===== config.mk =====
export PLATFORM = sky130hd
export DESIGN_NAME = aatp_completer_flat
export DESIGN_NICKNAME = d
export VERILOG_FILES = /design/src/aatp_pkg.sv /design/src/aatp_if.sv /design/src/aatp_completer.sv /design/src/flat_wrapper.sv
export SDC_FILE = /design/constraint.sdc
export NUM_CORES = 2
export LEC_CHECK = 0
export ABC_AREA = 1
export BUFFER_PORTS_ARGS = -buffer_cell sky130_fd_sc_hd__buf_2
export CELL_PAD_IN_SITES_DETAIL_PLACEMENT = 1
export CELL_PAD_IN_SITES_GLOBAL_PLACEMENT = 2
export CORE_ASPECT_RATIO = 1.25
export CORE_MARGIN = 3
export CORE_UTILIZATION = 32
export DETAILED_ROUTE_END_ITERATION = 10
export PLACE_DENSITY_LB_ADDON = 0.1
export SYNTH_ARGS = -nofsm -noshare
export SYNTH_HDL_FRONTEND = slang
export SYNTH_SLANG_ARGS = --single-unit
export TNS_END_PERCENT = 20

===== constraint.sdc =====
create_clock -name mclk -period 6.5 [get_ports mclk]
set_input_delay 1.3 -clock mclk [delete_from_list [all_inputs] [get_ports mclk]]
set_output_delay 1.3 -clock mclk [all_outputs]
set_load 0.03 [all_outputs]

===== src/aatp_pkg.sv =====
// shared constants and types for the atomic transaction port
package aatp_pkg;
	localparam int ID_W      = 4;
	localparam int ADDR_W    = 16;
	localparam int DATA_W    = 64;
	localparam int STRB_W    = DATA_W / 8;
	localparam int LEN_W     = 8;
	localparam int SIZE_W    = 3;
	localparam int ATOP_W    = 6;
	localparam int SNOOP_W   = 4;
	localparam int ENDIAN_BIT = 3;

	localparam logic [ATOP_W-1:0] ATOP_NONE    = 6'h00;
	localparam logic [1:0]        ATOP_K_STORE = 2'h1;
	localparam logic [1:0]        ATOP_K_LOAD  = 2'h2;
	localparam logic [1:0]        ATOP_K_OTHER = 2'h3;
	localparam logic [ATOP_W-1:0] ATOP_SWAP    = 6'h30;
	localparam logic [ATOP_W-1:0] ATOP_CMP     = 6'h31;

	localparam logic [1:0] BURST_INCR = 2'h1;
	localparam logic [1:0] BURST_WRAP = 2'h2;
	localparam logic [1:0] RESP_OKAY  = 2'h0;
	localparam logic [1:0] RESP_SLVERR = 2'h2;
	localparam logic [1:0] RESP_DECERR = 2'h3;

	typedef enum logic [2:0]
	{
		OP_ADD  = 3'h0,
		OP_CLR  = 3'h1,
		OP_EOR  = 3'h2,
		OP_SET  = 3'h3,
		OP_SMAX = 3'h4,
		OP_SMIN = 3'h5,
		OP_UMAX = 3'h6,
		OP_UMIN = 3'h7
	} aatp_op_t;

	typedef enum logic [1:0]
	{
		K_NONE  = 2'h0,
		K_STORE = 2'h1,
		K_LOAD  = 2'h2,
		K_SWCMP = 2'h3
	} aatp_kind_t;

	// read beats owed: none for store, half the burst for multi-beat compare
	function automatic logic [LEN_W:0] read_beats(input logic [ATOP_W-1:0] atop, input logic [LEN_W-1:0] len);
		logic [LEN_W:0] n;
		n = {1'b0, len} + {{LEN_W{1'b0}}, 1'b1};
		if (atop[5:4] == ATOP_K_STORE || atop == ATOP_NONE)
			read_beats = '0;
		else if (atop == ATOP_CMP && len != '0)
			read_beats = n >> 1;
		else
			read_beats = n;
	endfunction
endpackage


===== src/aatp_if.sv =====
// write-address, write-data, read-data and response channels between the two ends
`timescale 1ns/1ps
`default_nettype none
interface aatp_if;
	logic                              awvalid;
	logic                              awready;
	logic [aatp_pkg::ID_W-1:0]         awid;
	logic [aatp_pkg::ADDR_W-1:0]       awaddr;
	logic [aatp_pkg::LEN_W-1:0]        awlen;
	logic [aatp_pkg::SIZE_W-1:0]       awsize;
	logic [1:0]                        awburst;
	logic                              awlock;
	logic [aatp_pkg::SNOOP_W-1:0]      awsnoop;
	logic [aatp_pkg::ATOP_W-1:0]       awatop;
	logic                              wvalid;
	logic                              wready;
	logic [aatp_pkg::DATA_W-1:0]       wdata;
	logic [aatp_pkg::STRB_W-1:0]       wstrb;
	logic                              wlast;
	logic                              rvalid;
	logic                              rready;
	logic [aatp_pkg::ID_W-1:0]         rid;
	logic [aatp_pkg::DATA_W-1:0]       rdata;
	logic [1:0]                        rresp;
	logic                              rlast;
	logic                              bvalid;
	logic                              bready;
	logic [aatp_pkg::ID_W-1:0]         bid;
	logic [1:0]                        bresp;

	modport requester
	(
		output awvalid, awid, awaddr, awlen, awsize, awburst, awlock, awsnoop, awatop,
		output wvalid, wdata, wstrb, wlast, rready, bready,
		input  awready, wready, rvalid, rid, rdata, rresp, rlast, bvalid, bid, bresp
	);
	modport completer
	(
		input  awvalid, awid, awaddr, awlen, awsize, awburst, awlock, awsnoop, awatop,
		input  wvalid, wdata, wstrb, wlast, rready, bready,
		output awready, wready, rvalid, rid, rdata, rresp, rlast, bvalid, bid, bresp
	);
endinterface
`default_nettype wire


===== src/aatp_completer.sv =====
// completing end: executes one atomic at a time on a small word memory
`timescale 1ns/1ps
`default_nettype none
module aatp_completer
#(
	parameter int WORDS = 16
)
(
	// clock and reset
	input  wire logic  mclk,
	input  wire logic  rst,
	// status
	output logic       busy,
	output logic       err_seen,
	// link
	aatp_if.completer  bus
);
	localparam int DW = aatp_pkg::DATA_W;
	localparam int AW = $clog2(WORDS);
	localparam int WB = $clog2(aatp_pkg::STRB_W);

	// refused at elaboration: the word index is a plain bit slice of the address
	if (WORDS < 2 || (WORDS & (WORDS - 1)) != 0)
	begin : g_words_check
		$error("WORDS must be a power of two");
	end

	typedef enum logic [2:0]
	{
		CP_IDLE = 3'h0,
		CP_DATA = 3'h1,
		CP_READ = 3'h2,
		CP_RESP = 3'h3
	} aatp_cp_state_t;

	logic [DW-1:0] mem [WORDS];

	aatp_cp_state_t              state, next_state;
	logic [aatp_pkg::ID_W-1:0]   id_q, next_id;
	logic [aatp_pkg::ATOP_W-1:0] atop_q, next_atop;
	logic [AW-1:0]               widx, next_widx;
	logic [aatp_pkg::LEN_W:0]    wleft, next_wleft;
	logic [aatp_pkg::LEN_W:0]    rleft, next_rleft;
	logic                        bad, next_bad;
	logic [1:0]                  bresp_q, next_bresp;
	logic                        next_busy, next_err;
	// two-entry read buffer: holds original words, or zeros for a refused request, until the requester takes them
	logic [DW-1:0]               rbuf [2];
	logic [1:0]                  rcnt, next_rcnt;
	logic                        rhead, next_rhead;
	logic                        push, pop;
	logic [DW-1:0]               old_word, result;
	logic                        mem_we;

	function automatic logic [DW-1:0] swap_bytes(input logic [DW-1:0] v);
		logic [DW-1:0] r;
		r = '0;
		for (int i = 0; i < DW / 8; i++)
			r[i*8 +: 8] = v[DW-8-i*8 +: 8];
		return r;
	endfunction

	// operator on full words; byte order applied only to arithmetic
	function automatic logic [DW-1:0] apply_op(input logic [2:0] op, input logic big,
		input logic [DW-1:0] m, input logic [DW-1:0] s);
		logic [DW-1:0] a, b, r;
		a = big ? swap_bytes(m) : m;
		b = big ? swap_bytes(s) : s;
		r = '0;
		case (aatp_pkg::aatp_op_t'(op))
			aatp_pkg::OP_CLR:  return m & ~s;
			aatp_pkg::OP_EOR:  return m ^ s;
			aatp_pkg::OP_SET:  return m | s;
			aatp_pkg::OP_ADD:  r = a + b;
			aatp_pkg::OP_SMAX: r = ($signed(a) > $signed(b)) ? a : b;
			aatp_pkg::OP_SMIN: r = ($signed(a) < $signed(b)) ? a : b;
			aatp_pkg::OP_UMAX: r = (a > b) ? a : b;
			default:           r = (a < b) ? a : b;
		endcase
		return big ? swap_bytes(r) : r;
	endfunction

	// attribute check; a violation becomes an error response
	function automatic logic attr_bad(input logic [aatp_pkg::ATOP_W-1:0] t, input logic lk,
		input logic [aatp_pkg::SNOOP_W-1:0] sn, input logic [1:0] bu, input logic [aatp_pkg::LEN_W-1:0] ln);
		logic k;
		k = (t[5:4] == aatp_pkg::ATOP_K_STORE) || (t[5:4] == aatp_pkg::ATOP_K_LOAD)
			|| t == aatp_pkg::ATOP_SWAP || t == aatp_pkg::ATOP_CMP;
		if (!k || lk || sn != '0)
			return 1'b1;
		if (t == aatp_pkg::ATOP_CMP)
			return !(bu == aatp_pkg::BURST_INCR || bu == aatp_pkg::BURST_WRAP) || ln > 8'h01;
		return bu != aatp_pkg::BURST_INCR || ln != '0;
	endfunction

	assign pop           = bus.rvalid && bus.rready;
	assign bus.rvalid    = (rcnt != 2'h0);               // only filled after address taken
	assign bus.rdata     = rbuf[rhead];
	assign bus.rid       = id_q;
	assign bus.rresp     = bresp_q;
	assign bus.rlast     = (rcnt == 2'h1) && (rleft == '0);
	assign bus.awready   = (state == CP_IDLE);
	assign bus.wready    = (state == CP_DATA) && (wleft != '0) && (rcnt != 2'h2);
	assign bus.bvalid    = (state == CP_RESP);
	assign bus.bid       = id_q;
	assign bus.bresp     = bresp_q;                      // no outcome code
	assign old_word      = mem[widx];

	always_comb
	begin
		next_state = state;
		next_id    = id_q;
		next_atop  = atop_q;
		next_widx  = widx;
		next_wleft = wleft;
		next_rleft = rleft;
		next_bad   = bad;
		next_bresp = bresp_q;
		next_err   = err_seen;
		push       = 1'b0;
		mem_we     = 1'b0;
		result     = old_word;
		case (state)
			CP_IDLE:
				if (bus.awvalid)
				begin
					next_state = CP_DATA;
					next_id    = bus.awid;
					next_atop  = bus.awatop;
					next_widx  = bus.awaddr[WB +: AW];
					next_wleft = {1'b0, bus.awlen} + {{aatp_pkg::LEN_W{1'b0}}, 1'b1};
					next_rleft = aatp_pkg::read_beats(bus.awatop, bus.awlen);
					next_bad   = attr_bad(bus.awatop, bus.awlock, bus.awsnoop, bus.awburst, bus.awlen);
					next_bresp = next_bad ? aatp_pkg::RESP_SLVERR : aatp_pkg::RESP_OKAY;
					next_err   = err_seen | next_bad;
				end
			CP_DATA:
				// reads wait for writes: a beat reads the original only while read beats remain owed, and writes the result to memory unless refused
				if (bus.wvalid && bus.wready)
				begin
					next_wleft = wleft - {{aatp_pkg::LEN_W{1'b0}}, 1'b1};
					if (rleft != '0)
					begin
						push       = 1'b1;
						next_rleft = rleft - {{aatp_pkg::LEN_W{1'b0}}, 1'b1};
					end
					if (atop_q == aatp_pkg::ATOP_SWAP)
						result = bus.wdata;
					else if (atop_q == aatp_pkg::ATOP_CMP)
						result = old_word;
					else
						result = apply_op(atop_q[2:0], atop_q[aatp_pkg::ENDIAN_BIT], old_word, bus.wdata);
					mem_we = !bad;
					if (bus.wlast || next_wleft == '0)
						next_state = CP_READ;
				end
			CP_READ:
				if (rcnt == 2'h0 || (rcnt == 2'h1 && pop))
					next_state = CP_RESP;
			CP_RESP:
				if (bus.bready)
					next_state = CP_IDLE;
			default:
				next_state = CP_IDLE;
		endcase
		next_busy = (next_state != CP_IDLE);
		next_rcnt = rcnt + {1'b0, push} - {1'b0, pop};
		next_rhead = pop ? ~rhead : rhead;
	end

	always_ff @(posedge mclk or posedge rst)
	begin
		if (rst)
		begin
			state    <= CP_IDLE;
			id_q     <= '0;
			atop_q   <= aatp_pkg::ATOP_NONE;
			widx     <= '0;
			wleft    <= '0;
			rleft    <= '0;
			bad      <= 1'b0;
			bresp_q  <= aatp_pkg::RESP_OKAY;
			busy     <= 1'b0;
			err_seen <= 1'b0;
			rcnt     <= 2'h0;
			rhead    <= 1'b0;
		end
		else
		begin
			state    <= next_state;
			id_q     <= next_id;
			atop_q   <= next_atop;
			widx     <= next_widx;
			wleft    <= next_wleft;
			rleft    <= next_rleft;
			bad      <= next_bad;
			bresp_q  <= next_bresp;
			busy     <= next_busy;
			err_seen <= next_err;
			rcnt     <= next_rcnt;
			rhead    <= next_rhead;
		end
	end

	// storage without reset; memory contents undefined until written
	always_ff @(posedge mclk)
	begin
		if (mem_we)
			mem[widx] <= result;
		if (push)
			rbuf[rhead ^ rcnt[0]] <= bad ? '0 : old_word;
	end
endmodule
`default_nettype wire


===== src/flat_wrapper.sv =====
// flat-port wrapper written by rule: the top's interface ports become plain ports
module aatp_completer_flat 
#(
	parameter int WORDS = 16
)
  (mclk, rst, busy, err_seen, bus_awvalid, bus_awid, bus_awaddr, bus_awlen, bus_awsize, bus_awburst, bus_awlock, bus_awsnoop, bus_awatop, bus_wvalid, bus_wdata, bus_wstrb, bus_wlast, bus_rready, bus_bready, bus_awready, bus_wready, bus_rvalid, bus_rid, bus_rdata, bus_rresp, bus_rlast, bus_bvalid, bus_bid, bus_bresp);
  aatp_if bus_i ();
  input  wire logic mclk;
  input  wire logic rst;
  output logic busy;
  output logic err_seen;
  input wire logic [$bits(bus_i.awvalid)-1:0] bus_awvalid;
  input wire logic [$bits(bus_i.awid)-1:0] bus_awid;
  input wire logic [$bits(bus_i.awaddr)-1:0] bus_awaddr;
  input wire logic [$bits(bus_i.awlen)-1:0] bus_awlen;
  input wire logic [$bits(bus_i.awsize)-1:0] bus_awsize;
  input wire logic [$bits(bus_i.awburst)-1:0] bus_awburst;
  input wire logic [$bits(bus_i.awlock)-1:0] bus_awlock;
  input wire logic [$bits(bus_i.awsnoop)-1:0] bus_awsnoop;
  input wire logic [$bits(bus_i.awatop)-1:0] bus_awatop;
  input wire logic [$bits(bus_i.wvalid)-1:0] bus_wvalid;
  input wire logic [$bits(bus_i.wdata)-1:0] bus_wdata;
  input wire logic [$bits(bus_i.wstrb)-1:0] bus_wstrb;
  input wire logic [$bits(bus_i.wlast)-1:0] bus_wlast;
  input wire logic [$bits(bus_i.rready)-1:0] bus_rready;
  input wire logic [$bits(bus_i.bready)-1:0] bus_bready;
  output wire logic [$bits(bus_i.awready)-1:0] bus_awready;
  output wire logic [$bits(bus_i.wready)-1:0] bus_wready;
  output wire logic [$bits(bus_i.rvalid)-1:0] bus_rvalid;
  output wire logic [$bits(bus_i.rid)-1:0] bus_rid;
  output wire logic [$bits(bus_i.rdata)-1:0] bus_rdata;
  output wire logic [$bits(bus_i.rresp)-1:0] bus_rresp;
  output wire logic [$bits(bus_i.rlast)-1:0] bus_rlast;
  output wire logic [$bits(bus_i.bvalid)-1:0] bus_bvalid;
  output wire logic [$bits(bus_i.bid)-1:0] bus_bid;
  output wire logic [$bits(bus_i.bresp)-1:0] bus_bresp;
  assign bus_i.awvalid = bus_awvalid;
  assign bus_i.awid = bus_awid;
  assign bus_i.awaddr = bus_awaddr;
  assign bus_i.awlen = bus_awlen;
  assign bus_i.awsize = bus_awsize;
  assign bus_i.awburst = bus_awburst;
  assign bus_i.awlock = bus_awlock;
  assign bus_i.awsnoop = bus_awsnoop;
  assign bus_i.awatop = bus_awatop;
  assign bus_i.wvalid = bus_wvalid;
  assign bus_i.wdata = bus_wdata;
  assign bus_i.wstrb = bus_wstrb;
  assign bus_i.wlast = bus_wlast;
  assign bus_i.rready = bus_rready;
  assign bus_i.bready = bus_bready;
  assign bus_awready = bus_i.awready;
  assign bus_wready = bus_i.wready;
  assign bus_rvalid = bus_i.rvalid;
  assign bus_rid = bus_i.rid;
  assign bus_rdata = bus_i.rdata;
  assign bus_rresp = bus_i.rresp;
  assign bus_rlast = bus_i.rlast;
  assign bus_bvalid = bus_i.bvalid;
  assign bus_bid = bus_i.bid;
  assign bus_bresp = bus_i.bresp;
  aatp_completer #(.WORDS(WORDS)) u_core (.mclk(mclk), .rst(rst), .busy(busy), .err_seen(err_seen), .bus(bus_i));
endmodule

==> reports/qor.yml <==
run_status:
  status: "completed"
clock_network:
  tritoncts: "done"
  htreeDepth: 3
  cts_max_path_buffers: 3
  hold_buffers: 0
  cts_made_buffers: 120
  clock_latency_ns: 0.79
  clock_sinks: 1193
  cts_root_buffer: "clkbuf_16"
  clk_pin_slew_ns: 0.07
critical_path:
  worst-path-buf-inv: 8
  cp.required_ns: 7.02
  worst_setup_path_start_kind: "flip-flop"
  crit_fanout: 25
  crit_path_max_incr_delay_ns: 0.47
  cp-end-kind: "flip-flop"
  cp_top_family: "simple AND/OR/NAND/NOR gates"
  critPathMostFrequentCell: "nand2_1"
  slowest_stage: "dfrtp_2"
  cp.arrival_ns: 6.70
  worstSetupPathType: "flip-flop to flip-flop"
yosys:
  yosysWarnings: 0
  synth_top_cell_by_area: "edfxtp_1"
  synth.top_cell.area_share: 0.537
  yosysMostFrequentCell: "nand2_1"
  synth_cells: 7076
  syn_area_per_cell_um2: 9.11
  synth-seq-area-share: 0.553
  ys.flop_type: "edfxtp_1"
  synth_commonest_cells: "2241 x nand2_1, 1152 x edfxtp_1, 538 x nor2_1"
  yosys_register_bits: 1193
  synth_cell_types: 49
  async_reset_ff_frac: 0.0344
  yosys-top-cells-area: "edfxtp_1 54%, nand2_1 13%, ha_1 5.4%"
  synth-edff-count: 1152
  synth_area_um2: 64400
global_route:
  grt_overflow: 0
  antenna_found_initial: 16
  grt_pass1_vias: 55644
  grt_pass1_wl_um: 410000
  grt_use_total: 0.274
  grt_max_degree: 120
placed_design:
  gp_congestion: 0.975
  numPortBuffers: 180
  hpwl_um: 209000
  post-place-cells: 10069
floorplan:
  coreArea_um2: 200000
  num_rows: 183
  die-area_um2: 207000
  die_h_um: 508
  die_x_um: 407
  num_io_pins: 206
  start_util: 0.323
finish:
  fin_cells: 10310
  nNetsFinal: 7924
  final_layout_size_suffix_gt1_frac: 0.132
  n_fill_cell: 23025
  syn_to_final_growth_pct: 18.3
  utilization: 0.382
timing:
  slew_violations: 0
  relSlewSlack: 0.303
  fin_crit_ns: 6.18
  clock.fmax_mhz: 162
  finalSetupViolCount: 0
  worst_pin_slew_ns: 1.05
  hold_viol_final: 0
  finalCritPeriodShare: 0.951
  skew_ns: 0.128
route:
  dr.pass1.iters: 5
  via_per_inst: 5.32
  antenna_left: 0
  routed-via-count: 54798
  wl_per_cell_um: 28.2
  drt_iter0_drc: 4037
  drc: 0
  routed_wl_um: 291000
pwr:
  power.density_nw_per_um2: 587
  irDropWorstVdd_mv: 0.392
  p_leak_nw: 30.6
min_path:
  hold_class: "flip-flop to flip-flop"
flow_run:
  drv_cap: 0
[cells in the final DEF (no fill, tap or decap), types with 19 or more instances in the layout]
cell | synthesis | routed
dfrtp_1 | 41 | 36
nand2_1 | 2241 | 2235
buf_4 | 17 | 445
ha_1 | 276 | 272
clkinv_1 | 3 | 31
nor2_4 | 2 | 38
clkinv_2 | 0 | 22
a21oi_1 | 386 | 382
clkbuf_1 | 241 | 27
buf_2 | 71 | 181
a22oi_1 | 266 | 266
o21ai_1 | 72 | 78
nor2_2 | 5 | 19
nor3_1 | 23 | 22
nor2_1 | 538 | 488
edfxtp_1 | 1152 | 1152
o21ai_0 | 266 | 252
nand4_1 | 213 | 213
buf_12 | 0 | 60
inv_1 | 519 | 513
o211ai_1 | 123 | 123
clkbuf_16 | 0 | 123
nand3_1 | 413 | 411
[worst min-delay path, stage by stage (launching register included)]
cell and delay [ns]:
dfrtp_1 0.35, inv_1 0.04, nand2_1 0.05
[stage by stage]
step	total power (W)	cell area (um^2)	setup WS [ns]	hold WS [ns]	setup TNS, ns
3_3_place_gp	0.0373	71900	-0.185	0.446	-15.32
2_1_floorplan	0.0244	64400	-0.717	0.452	-45.87
3_5_place_dp	0.0376	71900	-0.249	0.452	-58.04
4_1_cts	0.0445	75700	0.00520	0.470	0
5_1_grt	0.0474	76200	-0.00982	0.516	-0.0541
6_report	0.0447	76200	0.321	0.471	0
[where the power goes]
part	switching [W]	total, W	internal [W]
logic	0.0193	0.0276	0.00827
registers	0.000169	0.0104	0.0102
clock network	0.00304	0.00675	0.00371
total	0.0225	0.0447	0.0222
[repair_timing]
item | CTS | global route
buffers inserted | 0 | 11
setup endpoints to repair | 924 | 1024
cloned | 0 | 4
gates resized for setup | 9 | 78
pin swaps | 0 | 7
endpoints found under the hold margin | 0 | 0
[cell type report]
type	instances	area [um^2]	share of cell area
flip-flops and latches	1193	35600	0.468
multi-input cells	4981	25700	0.338
repair buffers	697	5620	0.0737
well taps	2682	3360	0.0440
clock buffers	148	3130	0.0411
inverters	530	2020	0.0266
clock inverters	72	679	0.00892
diodes	6	15.0	0.000197
repair inverters	1	8.76	0.000115
[metal layers]
layer	vias up	global-route usage	routed length, um
met4	2	0.138	17500
met2	1252	0.455	137000
met5	-	0	13
met1	27900	0.360	126000
met3	345	0.0206	10800
li1	25299	-	-
[path summary, 6_finish.rpt]
kind,start,end,slack [ns],cells past startpoint
min,u_core.err_seen,u_core.err_seen,0.47,2
min in group asynchronous,rst,u_core.bus.bid[2],0.77,3
max in group asynchronous,rst,u_core.atop_q[3],5.05,3
max,u_core.widx[1],u_core.mem[4][37],0.32,35
min reg2reg,u_core.err_seen,u_core.err_seen,0.47,2
max reg2reg,u_core.widx[1],u_core.mem[4][37],0.32,35
[registers in the layout, summed over array words and instances (netlist names)]
register,count
u_core.wleft,9
u_core.err_seen,1
u_core.rhead,1
u_core.rbuf,128
u_core.bus.bid,4
u_core.atop_q,6
u_core.bus.bresp,1
u_core.widx,4
u_core.state,3
u_core.rcnt,2
u_core.mem,1024
u_core.busy,1
u_core.rleft,9
[cell families (layout without fill, tap and decap cells)]
group	after synthesis	count (layout)	share of synthesized area
XOR/XNOR	21	21	0.00285
adder cells (fa/ha/maj)	277	277	0.0539
AND/OR/NAND/NOR	3477	3477	0.222
other	1	9	0.0000582
buffers and inverters	904	1448	0.0555
flip-flops	1193	1193	0.553
AO/OA/AOI/OAI	1203	1203	0.113
Power figures use the tool's default switching activity.
